$ cat src/include/umlft_cfg.svh
// offsets, field positions, reset values and timing counts of the mode and trigger block
// What this block does
// - loopback, infrared codec and test override together loop inverted infrared output to input.
// - loopback with test override clear feeds transmit data straight into receive data.
// - any loopback also ties modem control outputs back to modem status inputs.
// - loopback enable resets to zero.
// - normal infrared mode sends each zero bit as a 3/16 bit-period high pulse.
// - low-power mode pulse lasts three low-power reference periods, whatever the bit rate.
// - infrared codec off keeps infrared output low and ignores infrared input.
// - infrared codec on: plain transmit line held high, receive and modem inputs ignored.
// - infrared codec enable has no effect while the serial unit is disabled.
// - clearing the unit enable finishes the character in progress before stopping.
// - unit enabled moves data over plain pins or infrared pins per codec enable.
// - receive trigger fires at fill >= 1/8, 1/2, 1/2, 3/4, 7/8 per code.
// - transmit trigger fires at fill <= 1/8, 1/4, 1/2, 3/4, 7/8 per code.
// - both trigger fields reset to code 2, the half-full point.
// - with queues disabled each queue is one entry deep for trigger comparison.
`ifndef UMLFT_CFG_SVH
`define UMLFT_CFG_SVH
`define UMLFT_AW 12
`define UMLFT_OFF_CTRL 12'h030
`define UMLFT_OFF_IFLS 12'h034
`define UMLFT_OFF_TEST 12'h080
`define UMLFT_OFF_STAT 12'h0A0
`define UMLFT_OFF_CLR 12'h0A4
`define UMLFT_OFF_IEN 12'h0A8
`define UMLFT_OFF_RUN 12'h0AC
`define UMLFT_CTRL_EN_BIT 0
`define UMLFT_CTRL_IR_BIT 1
`define UMLFT_CTRL_LP_BIT 2
`define UMLFT_CTRL_LOOP_BIT 7
`define UMLFT_IFLS_TX_LSB 0
`define UMLFT_IFLS_RX_LSB 3
`define UMLFT_TEST_IR_BIT 0
`define UMLFT_STAT_RX_BIT 0
`define UMLFT_STAT_TX_BIT 1
`define UMLFT_CTRL_RST 1'b0
`define UMLFT_TRIG_RST 3'h2
`define UMLFT_SYNC_RST 7'h7B
`define UMLFT_NORM_PULSE_TICKS 2'h3
`define UMLFT_LP_PULSE_PERIODS 2'h3
`define UMLFT_BIT_TICKS 5'h10
`endif

$ cat src/include/umlft_pkg.sv
// types and trigger decoding shared by the mode and trigger block
package umlft_pkg;
	typedef logic [2:0] umlft_trig_code_t;
	typedef enum logic {ENC_IDLE = 1'b0, ENC_PULSE = 1'b1} umlft_enc_st_t;
	typedef enum logic {DEC_IDLE = 1'b0, DEC_LOW = 1'b1} umlft_dec_st_t;
	// returns {valid, threshold in eighths of depth}; reserved codes never trigger
	function automatic logic [3:0] umlft_eighths(input umlft_trig_code_t code, input logic is_rx);
		case (code)
			3'h0: umlft_eighths = 4'h9;
			3'h1: umlft_eighths = is_rx ? 4'hC : 4'hA;
			3'h2: umlft_eighths = 4'hC;
			3'h3: umlft_eighths = 4'hE;
			3'h4: umlft_eighths = 4'hF;
			default: umlft_eighths = 4'h0;
		endcase
	endfunction : umlft_eighths
endpackage : umlft_pkg

$ cat src/include/umlft_trig_if.sv
// fill level in, trigger state out, between the top and a trigger comparator
interface umlft_trig_if #(parameter int LW = 6);
	logic [LW-1:0] fill;
	umlft_pkg::umlft_trig_code_t code;
	logic queue_en;
	logic cond;
	logic hit;
	modport owner (output fill, output code, output queue_en, input cond, input hit);
	modport trig (input fill, input code, input queue_en, output cond, output hit);
endinterface : umlft_trig_if

$ cat src/hdl/umlft_trig.sv
// one queue trigger comparator: fill against a fraction of the queue depth
module umlft_trig import umlft_pkg::*; #(
	parameter int DEPTH = 32,
	parameter int LW = 6,
	parameter bit IS_RX = 1'b1
) (
	// clock and reset
	input wire logic clk,
	input wire logic rstn,
	// level and trigger
	umlft_trig_if.trig tif
);
	logic [3:0] sel;
	logic [LW-1:0] depth_eff;
	logic [LW+2:0] lhs;
	logic [LW+2:0] rhs;
	logic cond_q;

	always_comb begin
		sel = umlft_eighths(tif.code, IS_RX);
		// one-entry holding register when queues are off
		depth_eff = tif.queue_en ? LW'(DEPTH) : LW'(1);
		lhs = {tif.fill, 3'h0};
		rhs = (LW+3)'(sel[2:0]) * (LW+3)'(depth_eff);
		if (!sel[3]) begin
			tif.cond = 1'b0;
		end else if (IS_RX) begin
			tif.cond = lhs >= rhs;
		end else begin
			tif.cond = lhs <= rhs;
		end
	end

	always_ff @(posedge clk or negedge rstn) begin
		if (!rstn) begin
			cond_q <= 1'b0;
		end else begin
			cond_q <= tif.cond;
		end
	end

	assign tif.hit = tif.cond & ~cond_q;
endmodule : umlft_trig

$ cat src/hdl/umlft_ir_enc.sv
// infrared pulse encoder: one short high pulse for each zero bit
`include "umlft_cfg.svh"
module umlft_ir_enc import umlft_pkg::*; (
	// clock and reset
	input wire logic clk,
	input wire logic rstn,
	// controls
	input wire logic active,
	input wire logic low_power,
	// timing
	input wire logic bit_tick,
	input wire logic baud16_en,
	input wire logic lp_tick,
	// data
	input wire logic txd,
	output logic pulse
);
	umlft_enc_st_t st_q;
	logic [1:0] cnt_q;
	logic step;
	logic [1:0] last;

	assign step = low_power ? lp_tick : baud16_en;
	assign last = low_power ? `UMLFT_LP_PULSE_PERIODS - 2'h1 : `UMLFT_NORM_PULSE_TICKS - 2'h1;

	always_ff @(posedge clk or negedge rstn) begin
		if (!rstn) begin
			st_q <= ENC_IDLE;
			cnt_q <= 2'h0;
		end else begin
			case (st_q)
				ENC_IDLE: begin
					if (active && bit_tick && !txd) begin
						st_q <= ENC_PULSE;
						cnt_q <= 2'h0;
					end
				end
				ENC_PULSE: begin
					if (!active) begin
						st_q <= ENC_IDLE;
					end else if (step) begin
						if (cnt_q == last) begin
							st_q <= ENC_IDLE;
						end else begin
							cnt_q <= cnt_q + 2'h1;
						end
					end
				end
				default: st_q <= ENC_IDLE;
			endcase
		end
	end

	assign pulse = (st_q == ENC_PULSE);
endmodule : umlft_ir_enc

$ cat src/hdl/umlft_top.sv
// mode, loopback and queue trigger control of a serial unit
`include "umlft_cfg.svh"
module umlft_top import umlft_pkg::*; #(
	parameter int FIFO_DEPTH = 32,
	parameter int FILL_W = $clog2(FIFO_DEPTH + 1)
) (
	// clock and reset
	input wire logic REF_CLK,
	input wire logic RSTN,
	// register port
	input wire logic [`UMLFT_AW-1:0] REG_ADDR,
	input wire logic [31:0] REG_WDATA,
	input wire logic REG_WR,
	input wire logic REG_RD,
	output logic [31:0] REG_RDATA,
	// interrupt
	output logic IRQ,
	// serial core, transmit side
	input wire logic CORE_TXD,
	input wire logic CORE_TX_BIT_TICK,
	input wire logic CORE_TX_BUSY,
	output logic CORE_TX_EN,
	// serial core, receive side
	input wire logic CORE_RX_BUSY,
	output logic CORE_RXD,
	output logic CORE_RX_EN,
	// serial core, timing and queues
	input wire logic BAUD16_EN,
	input wire logic QUEUE_EN,
	input wire logic [FILL_W-1:0] RX_FILL,
	input wire logic [FILL_W-1:0] TX_FILL,
	// serial core, modem signals
	input wire logic [3:0] CORE_MODEM_OUT_N,
	output logic [3:0] CORE_MODEM_IN_N,
	// plain serial pins
	output logic SERIAL_TX_LINE,
	input wire logic SERIAL_RX_LINE,
	output logic [3:0] MODEM_PIN_OUT_N,
	input wire logic [3:0] MODEM_PIN_IN_N,
	// infrared pins
	output logic IR_OUT_N,
	input wire logic IR_IN,
	input wire logic IR_LOWPOWER_REF_CLK
);
	// control and configuration
	logic loopback_en_q;
	logic ir_low_power_sel_q;
	logic ir_codec_en_q;
	logic serial_unit_en_q;
	logic ir_test_override_q;
	umlft_trig_code_t rx_trigger_level_q;
	umlft_trig_code_t tx_trigger_level_q;
	logic [1:0] irq_stat_q;
	logic [1:0] irq_en_q;
	logic irq_q;
	logic [31:0] rdata_q;
	logic [31:0] rdata_d;
	// pin synchronisers
	logic [6:0] sync1_q;
	logic [6:0] sync2_q;
	logic ref_prev_q;
	logic lp_tick;
	logic rx_pin_s;
	logic ir_pin_s;
	logic [3:0] modem_pin_s;
	// run state
	logic tx_run_q;
	logic rx_run_q;
	logic unit_on;
	logic ir_mode;
	logic ir_loop;
	logic plain_loop;
	// infrared path
	logic ir_pulse;
	logic ir_src;
	logic ir_src_prev_q;
	umlft_dec_st_t dec_st_q;
	logic [4:0] dec_cnt_q;
	// routed signals and output flops
	logic rxd_d;
	logic rxd_q;
	logic tx_line_q;
	logic ir_out_q;
	logic [3:0] modem_in_d;
	logic [3:0] modem_in_q;
	logic [3:0] modem_out_q;
	logic [1:0] stat_set;
	logic [1:0] stat_clr;
	logic wr_ctrl;
	logic wr_ifls;
	logic wr_test;
	logic wr_clr;
	logic wr_ien;

	function automatic logic hit_at(input logic [`UMLFT_AW-1:0] addr,
		input logic [`UMLFT_AW-1:0] off);
		hit_at = (addr == off);
	endfunction : hit_at

	umlft_trig_if #(.LW(FILL_W)) rx_tif ();
	umlft_trig_if #(.LW(FILL_W)) tx_tif ();

	assign rx_tif.fill = RX_FILL;
	assign rx_tif.code = rx_trigger_level_q;
	assign rx_tif.queue_en = QUEUE_EN;
	assign tx_tif.fill = TX_FILL;
	assign tx_tif.code = tx_trigger_level_q;
	assign tx_tif.queue_en = QUEUE_EN;

	umlft_trig #(.DEPTH(FIFO_DEPTH), .LW(FILL_W), .IS_RX(1'b1)) u_rx_trig (
		.clk(REF_CLK),
		.rstn(RSTN),
		.tif(rx_tif.trig)
	);

	umlft_trig #(.DEPTH(FIFO_DEPTH), .LW(FILL_W), .IS_RX(1'b0)) u_tx_trig (
		.clk(REF_CLK),
		.rstn(RSTN),
		.tif(tx_tif.trig)
	);

	// register write decode
	assign wr_ctrl = REG_WR & hit_at(REG_ADDR, `UMLFT_OFF_CTRL);
	assign wr_ifls = REG_WR & hit_at(REG_ADDR, `UMLFT_OFF_IFLS);
	assign wr_test = REG_WR & hit_at(REG_ADDR, `UMLFT_OFF_TEST);
	assign wr_clr = REG_WR & hit_at(REG_ADDR, `UMLFT_OFF_CLR);
	assign wr_ien = REG_WR & hit_at(REG_ADDR, `UMLFT_OFF_IEN);

	always_ff @(posedge REF_CLK or negedge RSTN) begin
		if (!RSTN) begin
			loopback_en_q <= `UMLFT_CTRL_RST;
			ir_low_power_sel_q <= `UMLFT_CTRL_RST;
			ir_codec_en_q <= `UMLFT_CTRL_RST;
			serial_unit_en_q <= `UMLFT_CTRL_RST;
		end else if (wr_ctrl) begin
			loopback_en_q <= REG_WDATA[`UMLFT_CTRL_LOOP_BIT];
			ir_low_power_sel_q <= REG_WDATA[`UMLFT_CTRL_LP_BIT];
			ir_codec_en_q <= REG_WDATA[`UMLFT_CTRL_IR_BIT];
			serial_unit_en_q <= REG_WDATA[`UMLFT_CTRL_EN_BIT];
		end
	end

	// reserved codes are stored as written; they simply never trigger
	always_ff @(posedge REF_CLK or negedge RSTN) begin
		if (!RSTN) begin
			rx_trigger_level_q <= `UMLFT_TRIG_RST;
			tx_trigger_level_q <= `UMLFT_TRIG_RST;
		end else if (wr_ifls) begin
			rx_trigger_level_q <= REG_WDATA[`UMLFT_IFLS_RX_LSB +: 3];
			tx_trigger_level_q <= REG_WDATA[`UMLFT_IFLS_TX_LSB +: 3];
		end
	end

	always_ff @(posedge REF_CLK or negedge RSTN) begin
		if (!RSTN) begin
			ir_test_override_q <= `UMLFT_CTRL_RST;
		end else if (wr_test) begin
			ir_test_override_q <= REG_WDATA[`UMLFT_TEST_IR_BIT];
		end
	end

	always_ff @(posedge REF_CLK or negedge RSTN) begin
		if (!RSTN) begin
			irq_en_q <= 2'h0;
		end else if (wr_ien) begin
			irq_en_q <= REG_WDATA[1:0];
		end
	end

	// sticky status: a new event beats a clear in the same cycle
	assign stat_set[`UMLFT_STAT_RX_BIT] = rx_tif.hit;
	assign stat_set[`UMLFT_STAT_TX_BIT] = tx_tif.hit;
	assign stat_clr = wr_clr ? REG_WDATA[1:0] : 2'h0;

	always_ff @(posedge REF_CLK or negedge RSTN) begin
		if (!RSTN) begin
			irq_stat_q <= 2'h0;
		end else begin
			irq_stat_q <= (irq_stat_q & ~stat_clr) | stat_set;
		end
	end

	always_ff @(posedge REF_CLK or negedge RSTN) begin
		if (!RSTN) begin
			irq_q <= 1'b0;
		end else begin
			irq_q <= |(((irq_stat_q & ~stat_clr) | stat_set) & irq_en_q);
		end
	end

	// read data: valid only in the cycle after the strobe, zero otherwise
	always_comb begin
		rdata_d = 32'h0000_0000;
		case (REG_ADDR)
			`UMLFT_OFF_CTRL: begin
				rdata_d[`UMLFT_CTRL_LOOP_BIT] = loopback_en_q;
				rdata_d[`UMLFT_CTRL_LP_BIT] = ir_low_power_sel_q;
				rdata_d[`UMLFT_CTRL_IR_BIT] = ir_codec_en_q;
				rdata_d[`UMLFT_CTRL_EN_BIT] = serial_unit_en_q;
			end
			`UMLFT_OFF_IFLS: begin
				rdata_d[`UMLFT_IFLS_RX_LSB +: 3] = rx_trigger_level_q;
				rdata_d[`UMLFT_IFLS_TX_LSB +: 3] = tx_trigger_level_q;
			end
			`UMLFT_OFF_TEST: rdata_d[`UMLFT_TEST_IR_BIT] = ir_test_override_q;
			`UMLFT_OFF_STAT: rdata_d[1:0] = irq_stat_q;
			`UMLFT_OFF_IEN: rdata_d[1:0] = irq_en_q;
			`UMLFT_OFF_RUN: rdata_d[3:0] = {tx_tif.cond, rx_tif.cond, rx_run_q, tx_run_q};
			default: rdata_d = 32'h0000_0000;
		endcase
	end

	always_ff @(posedge REF_CLK or negedge RSTN) begin
		if (!RSTN) begin
			rdata_q <= 32'h0000_0000;
		end else if (REG_RD) begin
			rdata_q <= rdata_d;
		end else begin
			rdata_q <= 32'h0000_0000;
		end
	end

	// pin synchronisers; first stage read only by the second
	always_ff @(posedge REF_CLK or negedge RSTN) begin
		if (!RSTN) begin
			sync1_q <= `UMLFT_SYNC_RST;
			sync2_q <= `UMLFT_SYNC_RST;
		end else begin
			sync1_q <= {MODEM_PIN_IN_N, IR_LOWPOWER_REF_CLK, IR_IN, SERIAL_RX_LINE};
			sync2_q <= sync1_q;
		end
	end

	assign rx_pin_s = sync2_q[0];
	assign ir_pin_s = sync2_q[1];
	assign modem_pin_s = sync2_q[6:3];

	// low-power reference: one tick per rising edge, slow enough to sample
	always_ff @(posedge REF_CLK or negedge RSTN) begin
		if (!RSTN) begin
			ref_prev_q <= 1'b0;
		end else begin
			ref_prev_q <= sync2_q[2];
		end
	end

	assign lp_tick = sync2_q[2] & ~ref_prev_q;

	// disabling mid-character keeps each direction running until its busy drops
	always_ff @(posedge REF_CLK or negedge RSTN) begin
		if (!RSTN) begin
			tx_run_q <= 1'b0;
			rx_run_q <= 1'b0;
		end else begin
			tx_run_q <= serial_unit_en_q | (tx_run_q & CORE_TX_BUSY);
			rx_run_q <= serial_unit_en_q | (rx_run_q & CORE_RX_BUSY);
		end
	end

	assign unit_on = tx_run_q | rx_run_q;
	assign ir_mode = unit_on & ir_codec_en_q;
	assign ir_loop = loopback_en_q & ir_codec_en_q & ir_test_override_q;
	assign plain_loop = loopback_en_q & ~ir_test_override_q;

	umlft_ir_enc u_ir_enc (
		.clk(REF_CLK),
		.rstn(RSTN),
		.active(ir_mode & tx_run_q),
		.low_power(ir_low_power_sel_q),
		.bit_tick(CORE_TX_BIT_TICK),
		.baud16_en(BAUD16_EN),
		.lp_tick(lp_tick),
		.txd(CORE_TXD),
		.pulse(ir_pulse)
	);

	// infrared receive source: the inverted transmit pulse in infrared loopback
	assign ir_src = ir_loop ? ~ir_pulse : ir_pin_s;

	always_ff @(posedge REF_CLK or negedge RSTN) begin
		if (!RSTN) begin
			ir_src_prev_q <= 1'b1;
		end else begin
			ir_src_prev_q <= ir_src;
		end
	end

	// decoder stretches each received low pulse to one full bit
	always_ff @(posedge REF_CLK or negedge RSTN) begin
		if (!RSTN) begin
			dec_st_q <= DEC_IDLE;
			dec_cnt_q <= 5'h00;
		end else begin
			case (dec_st_q)
				DEC_IDLE: begin
					if (ir_mode && rx_run_q && ir_src_prev_q && !ir_src) begin
						dec_st_q <= DEC_LOW;
						dec_cnt_q <= 5'h00;
					end
				end
				DEC_LOW: begin
					if (!ir_mode) begin
						dec_st_q <= DEC_IDLE;
					end else if (BAUD16_EN) begin
						if (dec_cnt_q == `UMLFT_BIT_TICKS - 5'h01) begin
							dec_st_q <= DEC_IDLE;
						end else begin
							dec_cnt_q <= dec_cnt_q + 5'h01;
						end
					end
				end
				default: dec_st_q <= DEC_IDLE;
			endcase
		end
	end

	// receive routing: plain loopback first, then infrared, then the plain pin
	always_comb begin
		if (plain_loop) begin
			rxd_d = CORE_TXD;
		end else if (ir_mode) begin
			rxd_d = (dec_st_q != DEC_LOW);
		end else if (rx_run_q) begin
			rxd_d = rx_pin_s;
		end else begin
			rxd_d = 1'b1;
		end
	end

	// modem status: outputs looped back, ignored while in infrared mode
	always_comb begin
		if (loopback_en_q) begin
			modem_in_d = CORE_MODEM_OUT_N;
		end else if (ir_mode) begin
			modem_in_d = 4'hF;
		end else begin
			modem_in_d = modem_pin_s;
		end
	end

	always_ff @(posedge REF_CLK or negedge RSTN) begin
		if (!RSTN) begin
			rxd_q <= 1'b1;
			modem_in_q <= 4'hF;
			modem_out_q <= 4'hF;
		end else begin
			rxd_q <= rxd_d;
			modem_in_q <= modem_in_d;
			modem_out_q <= CORE_MODEM_OUT_N;
		end
	end

	// pins: plain line marks while infrared is in use or the unit is stopped
	always_ff @(posedge REF_CLK or negedge RSTN) begin
		if (!RSTN) begin
			tx_line_q <= 1'b1;
			ir_out_q <= 1'b0;
		end else begin
			tx_line_q <= (ir_mode || !tx_run_q) ? 1'b1 : CORE_TXD;
			ir_out_q <= ir_mode & ir_pulse;
		end
	end

	assign SERIAL_TX_LINE = tx_line_q;
	assign IR_OUT_N = ir_out_q;
	assign MODEM_PIN_OUT_N = modem_out_q;
	assign CORE_RXD = rxd_q;
	assign CORE_MODEM_IN_N = modem_in_q;
	assign CORE_TX_EN = tx_run_q;
	assign CORE_RX_EN = rx_run_q;
	assign REG_RDATA = rdata_q;
	assign IRQ = irq_q;
endmodule : umlft_top

$ cat config.mk
export PLATFORM = sky130hd
export DESIGN_NAME = umlft_top
export DESIGN_NICKNAME = d
export VERILOG_FILES = /design/src/include/umlft_pkg.sv /design/src/include/umlft_trig_if.sv /design/src/hdl/umlft_trig.sv /design/src/hdl/umlft_ir_enc.sv /design/src/hdl/umlft_top.sv
export VERILOG_INCLUDE_DIRS = /design/src /design/src/include
export SDC_FILE = /design/constraint.sdc
export NUM_CORES = 1
export LEC_CHECK = 0
export ABC_AREA = 0
export CORE_ASPECT_RATIO = 0.7
export CORE_MARGIN = 8
export CORE_UTILIZATION = 60
export CTS_CLUSTER_DIAMETER = 150
export DETAILED_ROUTE_END_ITERATION = 6
export DONT_BUFFER_PORTS = 1
export PLACE_DENSITY_LB_ADDON = 0.08
export SLEW_MARGIN = 5
export SYNTH_ARGS = -nofsm -noshare
export SYNTH_HDL_FRONTEND = slang
export SYNTH_SLANG_ARGS = --single-unit
$ cat constraint.sdc
create_clock -name REF_CLK -period 6.48 [get_ports REF_CLK]
set_clock_uncertainty 0.2 [all_clocks]
set_input_delay 1.944 -clock REF_CLK [delete_from_list [all_inputs] [get_ports REF_CLK]]
set_output_delay 1.944 -clock REF_CLK [all_outputs]
set_load 0.005 [all_outputs]
Word-level counts from Yosys, hierarchy flattened
Index checks and enable logic that the tools add are counted.
{"block": "op_classes", "order_cmp": 2, "n_shift": 0, "mul": 2, "bitwise_logic": 29, "reduce_logical": 15, "mux": 41, "addsub": 2, "n_eq_ne": 25, "div_mod_pow": 0}
{"cell": "$eq 12x8->1 const B", "count": 5}
{"cell": "$eq 12x6->1 const B", "count": 2}
{"cell": "$mux 5", "count": 4}
{"cell": "$pmux 4 s5", "count": 1}
{"cell": "$mul 3x6->9", "count": 2}
{"cell": "$mux 1", "count": 17}
{"cell": "$and 1x1->1", "count": 16}
{"cell": "$pmux 4 s4", "count": 1}
{"cell": "$eq 3x2->1 const B", "count": 4}
{"cell": "$mux 2", "count": 6}
{"cell": "$ne 2x2->1 const B", "count": 6}
{"cell": "$pmux 5 s2", "count": 1}
{"cell": "$ge 9x9->1", "count": 1}
{"cell": "$le 9x9->1", "count": 1}
{"cell": "$mux 4", "count": 2}
{"cell": "$mux 8", "count": 1}
{"cell": "$reduce_and 4->1", "count": 2}
{"cell": "$eq 3x1->1 const B", "count": 2}
{"cell": "$eq 3x3->1 const B", "count": 2}
{"cell": "$logic_not 3->1", "count": 2}
{"cell": "$mux 6", "count": 1}
{"cell": "$not 1->1", "count": 6}
{"cell": "$pmux 1 s2", "count": 3}
{"cell": "$pmux 1 s6", "count": 1}
{"cell": "16 further kinds", "count": 27}
{"block": "totals", "reg_bits": 88, "mem_bits_ro": 0, "output_inout_bits": 46, "latch_bits": 0, "in_bits": 77, "memories": 0, "mem_bits_rw": 0, "elab_cells": 144}

Depth between registers and ports, before layout
Gate-level depths: netlist (run 1).
{"block": "logic_depth", "depth_word": 10, "ltp_mapped": 10, "depth_no_buf": 10}

Modules after synthesis
A second synthesis (run 1) with hierarchy kept.
{"block": "unflattened", "hier_cells": 271, "hier_area_um2": 3123.0}
{"mod": "umlft_top", "instances": 1, "cells_each": 218, "seq_area_each_um2": 1482.7, "area_per_inst_um2": 2616.3}
{"mod": "umlft_ir_enc", "instances": 1, "cells_each": 15, "seq_area_each_um2": 75.1, "area_per_inst_um2": 176.4}
{"mod": "umlft_trig at u_rx_trig", "instances": 1, "cells_each": 17, "seq_area_each_um2": 25.0, "area_per_inst_um2": 165.2}
{"mod": "umlft_trig at u_tx_trig", "instances": 1, "cells_each": 21, "seq_area_each_um2": 25.0, "area_per_inst_um2": 165.2}

Least setup slack after synthesis (run 1)
No wires, ideal clock.
{"block": "synth_path", "path_type": "input to register", "from": "input QUEUE_EN", "to": "register irq_q, in the netlist IRQ", "required_time_ns": 6.159, "setup_time_ns": 0.121, "setup_slack_ns": 2.747, "t_arrival_ns": 3.412, "path_buffers": 1, "cell_stages": 8, "cell_sequence": "buf_2 -> nand2_1 -> ha_1 -> a2111oi_0 -> nand2_1 -> o311ai_0 -> o21ai_0 -> a22o_1"}
{"block": "synth_via", "elab_chain_len": 8, "word_cells_on_any_way": 12, "classes_between": "mul: 2; order compare: 2; mux: 3; bitwise: 4; reduce/logical: 1"}
{"item": "start: declaration", "line_no": "umlft_top.sv:29", "rtl": "input wire logic QUEUE_EN,"}
{"item": "$mux 6 (*)", "line_no": "umlft_trig.sv:22", "rtl": "depth_eff = tif.queue_en ? LW'(DEPTH) : LW'(1);"}
{"item": "$mul 3x6->9", "line_no": "umlft_trig.sv:24", "rtl": "rhs = (LW+3)'(sel[2:0]) * (LW+3)'(depth_eff);"}
{"item": "$ge 9x9->1 or $le 9x9->1 (tied branches)", "line_no": "umlft_trig.sv:28, umlft_trig.sv:30"}
{"item": "$mux 1", "line_no": "umlft_trig.sv:25", "rtl": "if (!sel[3]) begin"}
{"item": "$and 1x1->1", "line_no": "umlft_trig.sv:42", "rtl": "assign tif.hit = tif.cond & ~cond_q;"}
{"item": "$or 2x2->2 (*)", "line_no": "umlft_top.sv:187", "rtl": "irq_q <= |(((irq_stat_q & ~stat_clr) | stat_set) & irq_en_q);"}
{"item": "$and 2x2->2 (*)", "line_no": "umlft_top.sv:187"}
{"item": "$reduce_or 2->1 (*)", "line_no": "umlft_top.sv:187"}
{"item": "end signal: assignment", "line_no": "umlft_top.sv:187"}
{"item": "end: declaration", "line_no": "umlft_top.sv:55", "rtl": "logic irq_q;"}
Mark *: on every way between the ends. The rest lies on a longest branch, timed or not.
A chain may end at the register's enable or synchronous reset.

Final worst setup path (run 1)
Same ends and word-level chain as after synthesis.

==> run_results.csv, run 1 <==
group,metric,value,unit
critical_path,worst_setup_path_end_kind,"flip-flop",
clock_network,numCtsBuffers,9,
critical_path,arrival,3440,ps
yosys,ys_warn_count,0,
final_layout,multiInputGateArea,0.00124,mm²
yosys,synthTopCellsByArea,"dfrtp_1, dfstp_2, buf_4, mux2_2, ha_1",
timing,rsz0062_at_grt,"no",
final_layout,fin_area,0.00318,mm²
power,p_sw,173,µW
route,vias_per_cell,5.62,
power,peakVddDrop,0.166,mV
timing,hold_viol,0,
power,swShare,21.9,%
job,maxCapViolations,0,
clock_network,clockBufferDepth,2,
critical_path,cp_top_family,"compound AO/OA/AOI/OAI gates",
yosys,synthCells,262,
final_layout,finish.net_count,353,
yosys,yosysTopAreaCell,"dfrtp_1",
critical_path,critPathLaunchType,"input port",
timing,slew_headroom,53.7,%
yosys,synth_edf_count,0,
critical_path,required,6500,ps
floorplan,die_w,101,µm
critical_path,cpPeakStageDelay,390,ps
power,p_leak,1.42,nW
route,drt_iter0_drc,119,
timing,maxSlewViolCount,0,
timing,setup_viol,0,
status,outcome,"finished clean",
clock_network,cts_tree,"yes",
yosys,synth.avg_cell_area,11.5,µm²
place,portBuffers,0,
place,place.gp.congestion,0.827,
power,pwr_density_cell,249,mW/mm²
power,clkPwrFrac,45.0,%
place,pre_cts_ws,2700,ps
power,p_int,619,µW
timing,tightest_slew,686,ps
floorplan,die-area,0.00758,mm²
critical_path,critPathMaxFanout,9,
final_layout,mostFrequentLayoutCells,"dfrtp_1, dfstp_2, conb_1",
critical_path,critPathKind,"input port to flip-flop",
power,combPwrFrac,3.0,%
place,placed_area,0.00297,mm²
grt,grt_max_degree,64,
critical_path,crit_chain,"nand2_1 -> ha_1 -> a2111oi_0 -> nand2_1 -> o311ai_0 -> o21ai_0 -> a22o_1",
grt,antenna_found_initial,0,
yosys,ys_ff_latch,63,
grt,overflow,0,
floorplan,start_util,62.7,%
timing,tns,0,ps
clock_network,clock-sinks,63,
route,drc_errors,0,
route,drtAntennaViolNets,0,
critical_path,cp_num_buf_inv,0,
final_layout,final_common_cell,"dfrtp_1",
timing,fin_ws,3060,ps
floorplan,die_y,75.3,µm
floorplan,fp.coreArea,0.00481,mm²
final_layout,drive_above_1_share,23.9,%
clock_network,postCtsSetupRepairBufs,0,
clock_network,worstSkewPairLatency,330,ps
yosys,synth_top_area_share,31.6,%
clock_network,postCtsResizedCells,0,
worst_hold_path,worstHoldPathType,"flip-flop to flip-flop",
timing,finalCritPeriodShare,52.8,%
final_layout,fillCellCount,375,
yosys,synth-main-ff-cell,"dfrtp_1",
grt,grt_use_total,16.9,%
grt,grt_pass1_vias,1918,
yosys,ys_async_sr_fraction,100,%
clock_network,cts_hold_buffers,0,
route,wl_per_cell,18.0,µm
critical_path,crit_top_cell,"nand2_1",
timing,finalCriticalPeriod,3420,ps
final_layout,area_growth,5.56,%
grt,grt_pass1_wl,9660,µm
floorplan,std_cell_rows,21,
yosys,syn-cell-area,0.00301,mm²
final_layout,n_antenna_cell,0,
yosys,yosysSeqAreaShare,53.4,%
route,vias,1916,
clock_network,path_clk_slew,70,ps
floorplan,io_pins,123,
critical_path,cpMaxStageDelayCell,"a2111oi_0",
route,wl,6150,µm
route,drt_pass1_iterations,5,
final_layout,regArea,0.00161,mm²
place,dp_hpwl,4590,µm
timing,fmax,293,MHz
clock_network,cts_max_level,3,
clock_network,cts-root-buf,"clkbuf_8",
power,seq_power_share,51.9,%
yosys,synthDistinctLibCells,53,
## synthesized netlist by cell type (all sizes together) (2+ instances only)
master / count
dfrtp: 38
buf: 29
dfstp: 25
nand2: 23
mux2: 15
nor2: 15
o21ai: 13
ha: 9
nand3: 9
inv: 7
nor2b: 7
nor3: 7
a21o: 4
a22oi: 4
and2: 4
and3: 4
mux2i: 4
nand2b: 4
nand4: 4
o22ai: 4
o21a: 3
a21oi: 2
a22o: 2
nand4b: 2
o311ai: 2
xor2: 2
## worst paths after layout
path	end	from	slack [ps]	cells after the start
worst max-delay path	IRQ	QUEUE_EN	3060	7
worst min-delay path	sync2_q[2]	sync1_q[2]	140	0
worst max register to register	IRQ	rx_tif.code[1]	3840	9
worst min register to register	sync2_q[2]	sync1_q[2]	140	0
max in group asynchronous	sync1_q[6]	RSTN	4770	0
min in group asynchronous	dec_cnt_q[1]	RSTN	1100	0
## routing by layer
| layer | part of all wire, % | global-route usage (%) | vias up | routed length [µm] |
|---|---|---|---|---|
| li1 | - | - | 894 | - |
| met1 | 44 | 21.8 | 929 | 2690 |
| met2 | 43 | 24.4 | 91 | 2670 |
| met3 | 12 | 8.40 | 2 | 762 |
| met4 | 0.41 | 4.67 | 0 | 25 |
| met5 | 0 | 0 | - | 0 |
## final cells by class
| class | count | share of cell area, % |
|---|---|---|
| Multi-Input combinational cell | 186 | 39.1 |
| Inverter | 7 | 0.826 |
| Sequential cell | 63 | 50.6 |
| Clock inverter | 6 | 2.08 |
| Tap cell | 69 | 2.71 |
| Clock buffer | 10 | 4.68 |
## cells by family after synthesis
| family | count (synthesis) | share of synthesized area [%] |
|---|---|---|
| simple gates | 88 | 16.7 |
| buf+inv | 37 | 8.31 |
| xor+xnor | 2 | 0.582 |
| other cells | 1 | 0.124 |
| flops | 63 | 53.4 |
| mux | 19 | 6.94 |
| compound gates | 43 | 10.2 |
| fa+ha+maj | 9 | 3.74 |
## power by group through the flow
stage	clock, mW	combinational (mW)	sequential (mW)
2_1_floorplan	0	0.0340	0.417
3_3_place_gp	0	0.0221	0.418
3_5_place_dp	0	0.0228	0.419
4_1_cts	0.364	0.0231	0.412
5_1_grt	0.386	0.0277	0.412
6_report	0.357	0.0240	0.411
## per-stage QoR
step / util, % / cells / hold WS, ps / total power, mW
floorplan: - / 286 / 131 / 0.451
global placement: 61.7 / 325 / 133 / 0.440
detailed placement: 61.7 / 325 / 137 / 0.441
CTS: 66.1 / 341 / 146 / 0.798
global route: 66.1 / 341 / 147 / 0.825
finish: 66.1 / 341 / 144 / 0.792
## registers in the layout, summed over array words and instances (netlist names), 2 cells and up
signal and flops:
sync2_q 7, irq_stat_q 2, tx_tif.code 3, rx_tif.code 3, CORE_MODEM_IN_N 4, sync1_q 7, MODEM_PIN_OUT_N 4, dec_cnt_q 5
u_ir_enc.cnt_q 2, REG_RDATA 7, irq_en_q 2
No activity file was read; power rests on OpenSTA's default activity.
==> run 2: changes to the inputs <==
- ABC_AREA: 0 -> 1
- clock period: 6.48 -> 3.52 ns (I/O delays scaled with it)
==> run_results.csv, run 2 <==
group,metric,value,unit
grt,grt_pass1_wl,10700,µm
clock_network,postCtsResizedCells,0,
timing,hold_ws,149,ps
final_layout,mostFrequentLayoutCells,"nand2_1, nor2_1, dfrtp_1",
critical_path,arrival,2470,ps
critical_path,crit_chain,"inv_1 -> nor2_1 -> o21ai_0 -> ha_1 -> nand2_1 -> inv_1 -> nand2_1 -> nor2_1 -> nor2_1 -> nand2_1 -> nor2_2 -> nand2_1 -> a21oi_1",
yosys,ys_ff_latch,63,
power,peakVddDrop,0.292,mV
power,clkPwrFrac,45.4,%
timing,fmax,414,MHz
route,wl,6610,µm
critical_path,required,3570,ps
route,drc_errors,0,
route,drt_pass1_iterations,4,
grt,grt_pass1_vias,2205,
clock_network,clock-sinks,63,
grt,grt_max_degree,64,
critical_path,reg2regPathDepth,14,
final_layout,n_antenna_cell,0,
power,combPwrFrac,4.1,%
yosys,ys_warn_count,0,
clock_network,path_clk_slew,60,ps
floorplan,fp.coreArea,0.00515,mm²
timing,hold_viol,0,
yosys,synthDistinctLibCells,35,
critical_path,reg2reg_to,"REG_RDATA[3]",
place,place.gp.congestion,0.856,
final_layout,fin_area,0.00336,mm²
yosys,synth.avg_cell_area,9.02,µm²
clock_network,cts_max_level,3,
grt,overflow,0,
route,vias_per_cell,5.08,
floorplan,die-area,0.00786,mm²
final_layout,layout.cells.non_filler,435,
power,pwr_density_cell,447,mW/mm²
timing,finalCriticalPeriod,2420,ps
floorplan,die_y,76.6,µm
yosys,yosysSeqAreaShare,51.1,%
critical_path,cp_num_buf_inv,2,
power,p_int,1.17,mW
yosys,ys_async_sr_fraction,100,%
clock_network,cts-root-buf,"clkbuf_8",
final_layout,drive_above_1_share,20.4,%
clock_network,clockBufferDepth,2,
yosys,synth_common_cells,"nand2_1, nor2_1, dfrtp_1",
yosys,yosysTopAreaCell,"dfrtp_1",
worst_hold_path,worstHoldPathType,"flip-flop to flip-flop",
place,dp_hpwl,5060,µm
clock_network,numCtsBuffers,9,
floorplan,std_cell_rows,22,
final_layout,final_common_cell,"nand2_1",
yosys,yosys.cell_count.top_type,"nand2_1",
power,p_leak,1.64,nW
yosys,synth_top_area_share,30.2,%
route,drt_iter0_drc,130,
critical_path,cpPeakStageDelay,300,ps
floorplan,io_pins,123,
place,placed_area,0.00314,mm²
critical_path,cp_top_family,"simple AND/OR/NAND/NOR gates",
critical_path,worst_setup_path_end_kind,"flip-flop",
timing,setup_viol,0,
timing,rsz0062_at_grt,"no",
critical_path,cp_num_cells,13,
place,pre_cts_ws,745,ps
timing,tns,0,ps
job,maxCapViolations,0,
floorplan,start_util,61.2,%
clock_network,postCtsSetupRepairBufs,0,
route,drtAntennaViolNets,0,
critical_path,timing.rr.start,"tx_tif.code[0]",
timing,finalCritPeriodShare,68.6,%
place,portBuffers,0,
critical_path,cp-endpoint,"REG_RDATA[3]",
yosys,synth-main-ff-cell,"dfrtp_1",
critical_path,cp-startpoint,"QUEUE_EN",
grt,antenna_found_initial,0,
final_layout,area_growth,6.88,%
power,swShare,21.9,%
power,seq_power_share,50.6,%
grt,grt_use_total,17.8,%
critical_path,cpMaxStageDelayCell,"ha_1",
power,p_sw,329,µW
timing,fin_ws,1100,ps
critical_path,critPathLaunchType,"input port",
critical_path,critPathKind,"input port to flip-flop",
clock_network,worstSkewPairLatency,340,ps
critical_path,crit_top_cell,"nand2_1",
critical_path,reg2reg_slack,1210,ps
yosys,synthCells,349,
place,placed_cells,419,
final_layout,finish.net_count,444,
status,outcome,"finished clean",
critical_path,critPathMaxFanout,5,
route,wl_per_cell,15.2,µm
clock_network,cts_hold_buffers,0,
route,vias,2211,
yosys,synthTopCellsByArea,"dfrtp_1, dfstp_2, nand2_1, buf_4, nor2_1",
yosys,synth_edf_count,0,
timing,maxSlewViolCount,0,
floorplan,die_w,103,µm
yosys,syn-cell-area,0.00315,mm²
clock_network,cts_tree,"yes",
run 2: cell count changes after synthesis, moves of 5 or more:
cell     change
nand3_1     +12
nand4_1      +6
inv_1       +28
nor2_4       +6
nor2b_1      -7
nor2_1      +24
mux2_2      -15
nand2_1     +51
a21oi_1     +10
nor2_2       +5
o21ai_1     +12
o21ai_0      -6
run 2: cell type report:
class                   instances  area (µm²)
clock inverters                 3        16.3
flip-flops and latches         63        1610
inverters                      41         155
fillers                       442        1780
clock buffers                  13         213
multi-input cells             243        1280
well taps                      72        90.1
run 2: per-stage QoR:
stage               util (%)  power [mW]
finish                  65.4        1.50
global route            65.4        1.56
CTS                     65.4        1.52
detailed placement      60.9       0.832
global placement        60.9       0.829
floorplan                  -       0.842
run 2: power by group through the flow:
stage	clock network, mW	logic, mW	registers, mW
after floorplan	0	0.0723	0.769
final	0.682	0.0612	0.759
after global placement	0	0.0576	0.772
after global routing	0.724	0.0715	0.761
after detailed placement	0	0.0596	0.772
after CTS	0.696	0.0600	0.760
run 2: worst min-delay path by stage:
stage	startpoint	endpoint	slack, ps	depth (start not counted)
final	sync1_q[2]	sync2_q[2]	150	0
after global routing	sync1_q[4]	sync2_q[4]	160	0
after CTS	sync1_q[2]	sync2_q[2]	150	0
after detailed placement	sync1_q[2]	sync2_q[2]	140	0
after global placement	sync1_q[2]	sync2_q[2]	130	0
after floorplan	sync1_q[2]	sync2_q[2]	130	0
run 2: cells by family after synthesis:
family          count (synthesis)  synth area share, %
compound gates                 37                 6.96
xor+xnor                        1                0.278
fa+ha+maj                       9                 3.58
buf+inv                        67                 11.0
flops                          63                 51.1
mux                             1                0.477
other cells                     1                0.119
simple gates                  170                 26.5
run 2: metal layers:
metal / GRT usage [%] / share of wire, % / vias to the layer above / routed length [µm]
met5: 0 / 0 / - / 0
met4: 5.99 / 0.54 / 0 / 36
met3: 9.22 / 12 / 4 / 789
met2: 23.4 / 41 / 94 / 2680
met1: 24.2 / 47 / 1018 / 3100
li1: - / - / 1095 / -
